===== src/rtl/pmd_pkg.sv =====
package pmd_pkg;

    ////////////////////////////////////////////////////////////////////////
    // clock and timing
    localparam int unsigned CLK_KHZ  = 250000;
    localparam int unsigned FILT_MS  = 50;
    localparam int unsigned OS_MS    = 1000;
    localparam int unsigned WIN_MS   = 2500;
    localparam int unsigned DUR_MS   = 4000;
    localparam int          CNT_W    = 32;

    // cycle counts derived from the times above
    localparam logic [CNT_W-1:0] FILT_CYC =
        CNT_W'(64'(FILT_MS) * 64'(CLK_KHZ));
    localparam logic [CNT_W-1:0] OS_CYC   =
        CNT_W'(64'(OS_MS) * 64'(CLK_KHZ));
    localparam logic [CNT_W-1:0] WIN_CYC  =
        CNT_W'(64'(WIN_MS) * 64'(CLK_KHZ));
    localparam logic [CNT_W-1:0] DUR_CYC  =
        CNT_W'(64'(DUR_MS) * 64'(CLK_KHZ));

    // reset values
    localparam logic [CNT_W-1:0] CNT_RST  = 32'h0000_0000;
    localparam logic [7:0]       SYNC_RST = 8'h00;

    ////////////////////////////////////////////////////////////////////////
    // types
    typedef enum logic [1:0] {
        single_pulse_mode,
        concurrent_pulse_mode,
        dual_pulse_mode
    } pmd_mode_e;

    // asynchronous pin levels from the analog front end and straps
    typedef struct packed {
        logic comp_pos;
        logic comp_neg;
        logic mode_lvl;
        logic mode_open;
        logic enable_n;
        logic udv_sel_lvl;
        logic udv_sel_open;
        logic uv_low;
    } pmd_pins_s;

endpackage


===== src/rtl/pmd_core.sv =====
`timescale 1ns/1ps
module pmd_core #(
    parameter logic [pmd_pkg::CNT_W-1:0] FILT_CYC  = pmd_pkg::FILT_CYC,
    parameter logic [pmd_pkg::CNT_W-1:0] OS_CYC    = pmd_pkg::OS_CYC,
    parameter logic [pmd_pkg::CNT_W-1:0] WIN_CYC   = pmd_pkg::WIN_CYC,
    parameter logic [pmd_pkg::CNT_W-1:0] DUR_CYC   = pmd_pkg::DUR_CYC,
    parameter bit                        UV_IGNORE = 1'b0
) (
    input  wire logic                core_clk,
    input  wire logic                srst,
    input  wire pmd_pkg::pmd_pins_s  pin_in,
    output logic                     alarm_output,
    output logic                     alarm_output_n,
    output logic                     alarm_pin_o,
    output logic                     alarm_pin_oe_n,
    output logic                     alarm_cpl_pin_o,
    output logic                     alarm_cpl_pin_oe_n
);

    ////////////////////////////////////////////////////////////////////////
    // input synchroniser
    logic [7:0]         meta_r;
    logic [7:0]         sync_r;
    logic [7:0]         meta_nxt;
    logic [7:0]         sync_nxt;
    pmd_pkg::pmd_pins_s pins;

    always_comb begin
        meta_nxt = pin_in;
        sync_nxt = meta_r;
    end

    // two flops per input before any use
    always_ff @(posedge core_clk) begin
        if (srst) begin
            meta_r <= pmd_pkg::SYNC_RST;
            sync_r <= pmd_pkg::SYNC_RST;
        end else begin
            meta_r <= meta_nxt;
            sync_r <= sync_nxt;
        end
    end

    assign pins = pmd_pkg::pmd_pins_s'(sync_r);

    ////////////////////////////////////////////////////////////////////////
    // mode decode: open checked before level
    pmd_pkg::pmd_mode_e mode;

    always_comb begin
        if (pins.mode_open) begin
            mode = pmd_pkg::concurrent_pulse_mode;
        end else if (pins.mode_lvl) begin
            mode = pmd_pkg::dual_pulse_mode;
        end else begin
            mode = pmd_pkg::single_pulse_mode;
        end
    end

    ////////////////////////////////////////////////////////////////////////
    // persistence filters, one per polarity
    logic [pmd_pkg::CNT_W-1:0] fcnt_r   [2];
    logic [pmd_pkg::CNT_W-1:0] fcnt_nxt [2];
    logic [1:0]                fpulse_r;
    logic [1:0]                fpulse_nxt;
    logic [1:0]                comp;

    assign comp = {pins.comp_neg, pins.comp_pos};

    always_comb begin
        for (int i = 0; i < 2; i++) begin
            fcnt_nxt[i]   = pmd_pkg::CNT_RST;
            fpulse_nxt[i] = 1'b0;
            if (comp[i]) begin
                // saturate so one episode gives one pulse
                fcnt_nxt[i] = (fcnt_r[i] == FILT_CYC) ? fcnt_r[i]
                            : fcnt_r[i] + 32'h0000_0001;
                fpulse_nxt[i] =
                    (fcnt_r[i] == FILT_CYC - 32'h0000_0001);
            end
        end
    end

    // register filter state
    always_ff @(posedge core_clk) begin
        if (srst) begin
            fcnt_r[0] <= pmd_pkg::CNT_RST;
            fcnt_r[1] <= pmd_pkg::CNT_RST;
            fpulse_r  <= 2'h0;
        end else begin
            fcnt_r[0] <= fcnt_nxt[0];
            fcnt_r[1] <= fcnt_nxt[1];
            fpulse_r  <= fpulse_nxt;
        end
    end

    ////////////////////////////////////////////////////////////////////////
    // one-shots, window and duration timers
    logic [1:0] os_act;
    logic       win_act;
    logic       dur_act;
    logic       any_pulse;
    logic       both_pulse;
    logic       both_os;
    logic       win_start;
    logic       qual;
    logic       both_d_r;
    logic       both_d_nxt;

    for (genvar g = 0; g < 2; g++) begin : g_os
        pmd_rtimer u_os (
            .core_clk (core_clk),
            .srst     (srst),
            .start    (fpulse_r[g]),
            .clear    (1'b0),
            .load     (OS_CYC),
            .active   (os_act[g])
        );
    end

    assign any_pulse  = |fpulse_r;
    assign both_pulse = &fpulse_r;
    assign both_os    = &os_act;

    // qualification per mode
    always_comb begin
        qual      = 1'b0;
        win_start = 1'b0;
        unique case (mode)
            pmd_pkg::single_pulse_mode: begin
                qual = any_pulse;
            end
            pmd_pkg::concurrent_pulse_mode: begin
                // overlap begins, or new detection during overlap
                qual = both_os && (!both_d_r || any_pulse);
            end
            pmd_pkg::dual_pulse_mode: begin
                qual      = (any_pulse && win_act) || both_pulse;
                win_start = any_pulse && !qual;
            end
        endcase
        both_d_nxt = both_os;
    end

    pmd_rtimer u_win (
        .core_clk (core_clk),
        .srst     (srst),
        .start    (win_start),
        .clear    (qual),
        .load     (WIN_CYC),
        .active   (win_act)
    );

    pmd_rtimer u_dur (
        .core_clk (core_clk),
        .srst     (srst),
        .start    (qual),
        .clear    (1'b0),
        .load     (DUR_CYC),
        .active   (dur_act)
    );

    ////////////////////////////////////////////////////////////////////////
    // alarm and pin drive
    logic uv_term;
    logic alarm_r;
    logic alarm_nxt;

    // undervoltage only with select driven low, not open
    assign uv_term = !UV_IGNORE && !pins.udv_sel_lvl
                     && !pins.udv_sel_open && pins.uv_low;

    always_comb begin
        alarm_nxt = (dur_act || uv_term) && !pins.enable_n;
    end

    // registered outputs; true pin sinks on alarm
    always_ff @(posedge core_clk) begin
        if (srst) begin
            alarm_r            <= 1'b0;
            both_d_r           <= 1'b0;
            alarm_output       <= 1'b0;
            alarm_output_n     <= 1'b1;
            alarm_pin_o        <= 1'b0;
            alarm_pin_oe_n     <= 1'b1;
            alarm_cpl_pin_o    <= 1'b0;
            alarm_cpl_pin_oe_n <= 1'b0;
        end else begin
            alarm_r            <= alarm_nxt;
            both_d_r           <= both_d_nxt;
            alarm_output       <= alarm_nxt;
            alarm_output_n     <= !alarm_nxt;
            alarm_pin_o        <= 1'b0;
            alarm_pin_oe_n     <= !alarm_nxt;
            alarm_cpl_pin_o    <= 1'b0;
            alarm_cpl_pin_oe_n <= alarm_nxt;
        end
    end

    ////////////////////////////////////////////////////////////////////////
    // checks
    filt_pulse_a: assert property (
        @(posedge core_clk) disable iff (srst)
        fpulse_r[0] |-> fcnt_r[0] == FILT_CYC && $past(comp[0]))
        else $error("filter pulse without full persistence");

    os_start_a: assert property (
        @(posedge core_clk) disable iff (srst)
        fpulse_r[1] |=> os_act[1])
        else $error("one-shot not started by detection");

    single_alarm_a: assert property (
        @(posedge core_clk) disable iff (srst)
        (mode == pmd_pkg::single_pulse_mode && any_pulse
         && !pins.enable_n ##1 !pins.enable_n) |=> alarm_r)
        else $error("single mode detection did not alarm");

    conc_both_a: assert property (
        @(posedge core_clk) disable iff (srst)
        mode == pmd_pkg::concurrent_pulse_mode && qual |-> both_os)
        else $error("concurrent qualify without overlap");

    dual_win_a: assert property (
        @(posedge core_clk) disable iff (srst)
        mode == pmd_pkg::dual_pulse_mode && any_pulse && !win_act
        && !both_pulse |=> win_act)
        else $error("lone dual detection did not open window");

    dur_run_a: assert property (
        @(posedge core_clk) disable iff (srst)
        qual |=> dur_act)
        else $error("duration timer not started");

    dormant_hold_a: assert property (
        @(posedge core_clk) disable iff (srst)
        pins.enable_n |=> !alarm_output && alarm_pin_oe_n)
        else $error("alarm active while disabled");

    quiet_idle_a: assert property (
        @(posedge core_clk) disable iff (srst)
        !dur_act && !uv_term |=> !alarm_r)
        else $error("alarm without cause");

    cpl_pair_a: assert property (
        @(posedge core_clk) disable iff (srst)
        alarm_output != alarm_output_n
        && alarm_pin_oe_n == alarm_cpl_pin_oe_n ^ 1'b1)
        else $error("outputs not complementary");

endmodule


===== src/rtl/pmd_rtimer.sv =====
`timescale 1ns/1ps
module pmd_rtimer (
    input  wire logic                         core_clk,
    input  wire logic                         srst,
    input  wire logic                         start,
    input  wire logic                         clear,
    input  wire logic [pmd_pkg::CNT_W-1:0]    load,
    output logic                              active
);

    logic [pmd_pkg::CNT_W-1:0] cnt_r;
    logic [pmd_pkg::CNT_W-1:0] cnt_nxt;

    ////////////////////////////////////////////////////////////////////////
    // retriggerable countdown: start reloads, clear wins
    always_comb begin
        cnt_nxt = cnt_r;
        if (clear) begin
            cnt_nxt = pmd_pkg::CNT_RST;
        end else if (start) begin
            cnt_nxt = load;
        end else if (cnt_r != pmd_pkg::CNT_RST) begin
            cnt_nxt = cnt_r - 32'h0000_0001;
        end
    end

    // register the count
    always_ff @(posedge core_clk) begin
        if (srst) begin
            cnt_r <= pmd_pkg::CNT_RST;
        end else begin
            cnt_r <= cnt_nxt;
        end
    end

    assign active = (cnt_r != pmd_pkg::CNT_RST);

    // a restart reloads the full width
    reload_full_a: assert property (
        @(posedge core_clk) disable iff (srst)
        start && !clear |=> cnt_r == $past(load))
        else $error("timer did not reload on start");

    // clear always empties the timer
    clear_empty_a: assert property (
        @(posedge core_clk) disable iff (srst)
        clear |=> !active)
        else $error("timer still active after clear");

endmodule


===== config.mk =====
export PLATFORM = sky130hd
export DESIGN_NAME = pmd_core
export DESIGN_NICKNAME = d
export VERILOG_FILES = /design/src/rtl/pmd_pkg.sv /design/src/rtl/pmd_core.sv /design/src/rtl/pmd_rtimer.sv
export SDC_FILE = /design/constraint.sdc
export NUM_CORES = 1
export LEC_CHECK = 0
export BUFFER_PORTS_ARGS = -buffer_cell sky130_fd_sc_hd__buf_2
export CAP_MARGIN = 20
export CORE_MARGIN = 2
export CORE_UTILIZATION = 25
export CTS_BUF_LIST = sky130_fd_sc_hd__clkbuf_16
export DETAILED_ROUTE_END_ITERATION = 16
export GPL_TIMING_DRIVEN = 0
export HOLD_SLACK_MARGIN = 0.06
export PLACE_DENSITY_LB_ADDON = 0.15
export SYNTH_ARGS = -nofsm -noshare
export SYNTH_HDL_FRONTEND = slang
export SYNTH_HIERARCHICAL = 1
export SYNTH_SLANG_ARGS = --single-unit

===== constraint.sdc =====
create_clock -name core_clk -period 9.1 [get_ports core_clk]
set_input_delay 1.82 -clock core_clk [delete_from_list [all_inputs] [get_ports core_clk]]
set_output_delay 1.82 -clock core_clk [all_outputs]
set_load 0.01 [all_outputs]

---- Word level (Yosys, flattened, before mapping) ----
Memory sizes are Yosys's and may differ from the RTL's.
Index checks and enable logic that the tools add are counted.
storage, ports and cells
  register bits ........................... 149
  bits in latches ......................... 0
  memory bits (writable) .................. 64
  bits in read-only memories .............. 0
  bits of input ports ..................... 10
  output and inout port bits .............. 6
  logic and storage cells ................. 86
  memories kept ........................... 1
memories
  name    words  width  read ports  clocked after Yosys merged registers in  wr ports  RTL line        RTL
  fcnt_r  2      32     2           0                                        2         pmd_core.sv:62  logic [pmd_pkg::CNT_W-1:0] fcnt_r [2];
cells by class
  $add $sub $neg .......................... 6
  multipliers ............................. 0
  div/mod/pow operators ................... 0
  magnitude comparators ................... 0
  equal/unequal tests ..................... 6
  shift operators ......................... 0
  mux-type cells .......................... 21
  bitwise gates (word level) .............. 4
  reductions and logical operators ........ 33
operator list
  kind                     number
  $mux W32                 6
  $eq A32 B24 Y1 const B   4
  $reduce_bool A32 Y1      4
  $sub A32 B1 Y32 const B  4
  $mux W30                 4
  $mux W28                 4
  $add A32 B1 Y32 const B  2
  $reduce_or A2 Y1         6
  $reduce_bool A2 Y1       4
  $logic_and A1 B1 Y1      6
  $logic_not A1 Y1         6
  $mux W1                  4
  $mux W2                  2
  $reduce_and A2 Y1        2
  $logic_or A1 B1 Y1       3
  $pmux W1 S3              1
  $reduce_or A3 Y1         1
  $eq A2 B1 Y1 const B     1
  $eq A2 B2 Y1 const B     1
  $logic_not A2 Y1         1
  $not A1 Y1               2
  $or A1 B1 Y1             2

---- Depth between registers and ports, before layout ----
  depth after elaboration ................. 7
  gate-level depth with buffers ........... 16
  mapped depth without buffers ............ 13

---- Hierarchy ----
The synthesis kept the hierarchy.
modules (own cells, without submodules)
  module                          instances  cells an instance  area an instance (um^2)  seq. area each (um^2)
  pmd_rtimer at g_os[0].u_os ...  3          212                1731.7                   640.6
  pmd_core                        1          423                3744.8                   1701.6
  pmd_rtimer at u_win             1          212                1735.4                   640.6

---- Worst setup path after synthesis ----
No wires, ideal clock.
  path kind ............................... register to register
  start point ............................. reg u_win/cnt_r[20] (netlist name)
  end point ............................... reg u_win/cnt_r[10] (netlist name)
  setup time .............................. 0.074 ns
  arrival time ............................ 3.922 ns
  slack ................................... 5.103 ns
  cell stages (with the launch flop) ...... 16
  cell sequence ........................... dfxtp_1 or4_4 or4b_1 buf_2 nor4_4 buf_6 inv_1 nand2b_1 maj3_1 o21a_1 or2_2 clkbuf_1 nor2_1 clkbuf_1 nand2_1 o21ai_0
on the way
  elaborated cells between the ends (all ways) .. 10
  those cells by class .................... mux: 3; reduce/logical: 7
RTL lines
  item                               RTL line          RTL
  start, declared                    pmd_rtimer.sv:11  logic [pmd_pkg::CNT_W-1:0] cnt_r;
  start signal, assigned             pmd_rtimer.sv:30  cnt_r <= pmd_pkg::CNT_RST;
  start signal, assigned             pmd_rtimer.sv:32  cnt_r <= cnt_nxt;
  $reduce_bool A32 Y1                pmd_rtimer.sv:36  assign active = (cnt_r != pmd_pkg::CNT_RST);
  named net win_act                  pmd_core.sv:100   logic win_act;
  $logic_and A1 B1 Y1                pmd_core.sv:138   qual = (any_pulse && win_act) || both_pulse;
  $logic_or A1 B1 Y1                 pmd_core.sv:138
  $pmux W1 S3                        pmd_core.sv:129   unique case (mode)
  named net qual                     pmd_core.sv:106   logic qual;
  $reduce_or A2 Y1 (no source line)  n/a
The timed path passes the listed nets, and every way through them passes these cells.
A chain may end at the register's enable or synchronous reset.

---- Worst setup path in the final report ----
Ends and elaborated chain as after synthesis.

==> implementation parameters <==
Parameter                              Value

Place
  Number of I/O port buffers ... 13
  Placer's final routability congestion estimate ... 0.716
  Worst slack at placement ... 4190 ps
  Hpwl dp ... 17,200 um

Cells and area
  Commonest non-fill, non-tap cell in the layout ... dfxtp_1
  Fraction of layout instances using a drive strength above 1 ... 7.50%
  Area overhead of the layout relative to synthesis ... 19.4%
  Final-stage net count ... 1,466
  Commonest cells after routing, fill and taps aside ... dfxtp_1, conb_1, nor2_1, xnor2_1, nand2_1
  Antenna diode instance count ... 0

Setup path
  CP most frequent cell ... clkbuf_1
  Data arrival, critical path ... 5350 ps
  Required time at the worst-slack endpoint ... 9580 ps
  Type of origin of the critical path ... register
  Endpoint kind of the worst setup timing path ... register
  CP Max Fanout ... 10
  Worst stage delay on the critical path ... 580 ps
  Cell family with the largest share of critical-path delay ... simple AND/OR/NAND/NOR gates
  Cell type of the slowest stage on the worst timing path ... or4_4
  Critical Path, Cell by Cell ... or4_4 > or4b_1 > buf_2 > nor4_4 > buf_6 > inv_1 > nand2b_1 > maj3_1 > o21a_1 > or2_2 > clkbuf_1 > nor2_1 > clkbuf_1 > nand2_1 > o21ai_0
  Number of buffers and inverters on the critical path ... 5
  Critical path type ... reg2reg

Logic synthesis
  Largest cells by area after synthesis ... dfxtp_1, xnor2_1, nor2_1
  Number of flops mapped to enable cells by yosys ... 0
  Number of distinct library cells after synthesis ... 55
  Dominant synthesized flop cell ... dfxtp_1
  Post-synthesis area per instance ... 8.40 um^2
  Synth warn ... 6
  Yosys top cell by area ... dfxtp_1
  Post-synthesis sequential element count ... 213
  Fraction of synthesized cell area taken by the top area cell type ... 39.9%
  Portion of the post-synthesis area used by sequential elements ... 39.9%
  Synthesized area ... 10,700 um^2
  Post-synth ARST share ... 0%
  Number of instances in the synthesized netlist ... 1,271

Power and ir drop
  Sequential group share of total power ... 29.0%
  Net switching power figure ... 1.73 mW
  Power Dens Cells ... 345 nW/um^2
  Max VDD drop ... 0.158 mV
  Proportion of power drawn by the clock network ... 23.1%
  Sw Ratio ... 39.3%
  Internal Dissipation ... 2.67 mW
  Gate power share ... 47.9%
  Standby leakage power ... 4.63 nW

CTS
  CTS clk-pin slew, worst paths ... 60 ps
  Clock tree from TritonCTS ... built
  Hold-fix buffer count after cts ... 0
  Max H-tree Level ... 1
  Number of clock buffers inserted by TritonCTS ... 28
  Clock Tree Root ... clkbuf_16
  Total of cells resized after clock tree synthesis ... 0
  Sinks on the clock net ... 213
  Number of buffers inserted to repair setup after CTS ... 0
  Clock insertion delay at the later pin of the skew report ... 560 ps
  Maximum count of clock buffers along a single path ... 3

STA
  Unrepaired setup endpoints after global routing ... no
  Final period util ... 53.6%
  Count of endpoints failing hold in the final timing report ... 0
  Clock Skew ... 10.4 ps
  Final Max Slew Viols ... 0
  Final number of setup-violating endpoints ... 0
  F_max ... 205 MHz
  Remaining max-slew budget at the tightest pin ... 41.0%
  Smallest hold slack ... 434 ps
  Time the final worst path needs with I/O delays and setup ... 4870 ps
  Total Neg Setup Slack ... 0 ps
  Actual transition at the worst max-transition pin ... 878 ps
  Setup ws final ... 4230 ps

Die
  Die area ... 44,400 um^2
  Die Height ... 211 um
  Chip width ... 211 um
  Area of the core ... 42,000 um^2
  Number of rows in the core area ... 75
  Effective utilization at floorplan ... 25.4%
  IO Pins ... 16

Global route
  Via count of the first global-routing pass ... 8,453
  Wire length of the first global-routing pass ... 44,100 um
  Total routing resource utilization after global routing ... 12.0%
  Pin count of the biggest net entering global routing ... 14
  Total overflow reported by the global router ... 0
  Initial antenna violation count ... 0

Run status
  Status ... complete, no violations

Routing
  Via Count ... 8,872
  Drc violations ... 0
  Remaining number of nets flagged by the antenna check after routing ... 0
  Final routed wirelength across all metal layers ... 25,700 um
  Number of optimization iterations in the first detailed-route pass ... 4
  WL per Instance ... 12.8 um
  Detailed Route Iter0 Violations ... 406
  Drt via density ... 4.42

Job
  Max-cap violations ... 0

Hold path
  Hold/Removal Path Class ... reg2reg
cell usage after synthesis, drive strengths merged (6+ instances only):
cell	count
nor3	56
and4	10
xnor2	105
or3	60
o31ai	7
o21ai	73
nor2b	19
nand4	28
clkbuf	53
or2	14
ha	8
or4	41
xor2	45
nor4	60
a21oi	51
nand3	41
and3	9
mux2i	10
a22o	6
nand2	101
nand2b	13
o211a	6
dfxtp	213
inv	34
buf	14
a211oi	28
nor2	133
routing by layer:
metal | track usage, % | vias up | share of wire (%)
li1 | - | 4740 | -
met1 | 16.7 | 4023 | 51
met2 | 19.2 | 70 | 44
met3 | 1.84 | 39 | 3.2
met4 | 3.45 | 0 | 1.9
met5 | 0 | - | 0
worst paths after layout:
path / to / cells after the start / from / slack, ps
worst min-delay path: pins[3]$_SDFF_PP0_ / 1 / meta_r[3]$_SDFF_PP0_ / 430
worst max register to register: u_win/cnt_r[10]$_SDFFE_PP0P_ / 15 / u_win/cnt_r[20]$_SDFFE_PP0P_ / 4230
worst max-delay path: u_win/cnt_r[10]$_SDFFE_PP0P_ / 15 / u_win/cnt_r[20]$_SDFFE_PP0P_ / 4230
worst min register to register: pins[3]$_SDFF_PP0_ / 1 / meta_r[3]$_SDFF_PP0_ / 430
logic make-up (layout without fill, tap and decap cells):
kind of cell	Yosys count	after routing	share of synthesized area, %
and+or+nand+nor	601	601	30.8
other	2	136	0.0703
adders and majority gates	9	9	1.03
xor gates and xnor gates	150	150	12.3
buffers and inverters	101	163	4.16
muxes	10	10	0.938
DFF	213	213	39.9
AOI/OAI and AO/OA	185	185	10.8
sequential cells by signal (all words and copies together), names as in the netlist:
register            count
pins                    8
fpulse_r                2
meta_r                  8
alarm_cpl_pin_oe_n      1
g_os.u_os/cnt_r        64
alarm_pin_oe_n          1
u_dur/cnt_r            32
u_win/cnt_r            32
fcnt_r                 64
both_d_r                1
power by group through the flow:
stage | clock network [mW] | logic (mW) | registers (mW)
after floorplan | 0 | 1.72 | 1.25
after global placement | 0 | 2.12 | 1.29
after detailed placement | 0 | 2.12 | 1.29
after CTS | 1.06 | 2.14 | 1.27
after global routing | 1.10 | 2.37 | 1.30
final | 1.02 | 2.11 | 1.28
layout make-up:
class | count | area [um^2]
buffer | 67 | 317
clock buffer | 29 | 726
clock inverter | 20 | 108
fill | 4508 | 29300
inverter | 34 | 128
multi-input combinational | 1091 | 6470
sequential | 213 | 4260
tap | 539 | 674
timing repair buffer | 13 | 65.1
metrics by stage:
stage               utilization, %  total power, mW  cells  cell area [um^2]
floorplan                        -             2.98   1405             11200
global placement              28.3             3.41   1957             11900
detailed placement            28.3             3.41   1957             11900
CTS                           30.3             4.47   2006             12800
global route                  30.3             4.78   2006             12800
finish                        30.3             4.40   2006             12800
No activity file was read; power rests on OpenSTA's default activity.
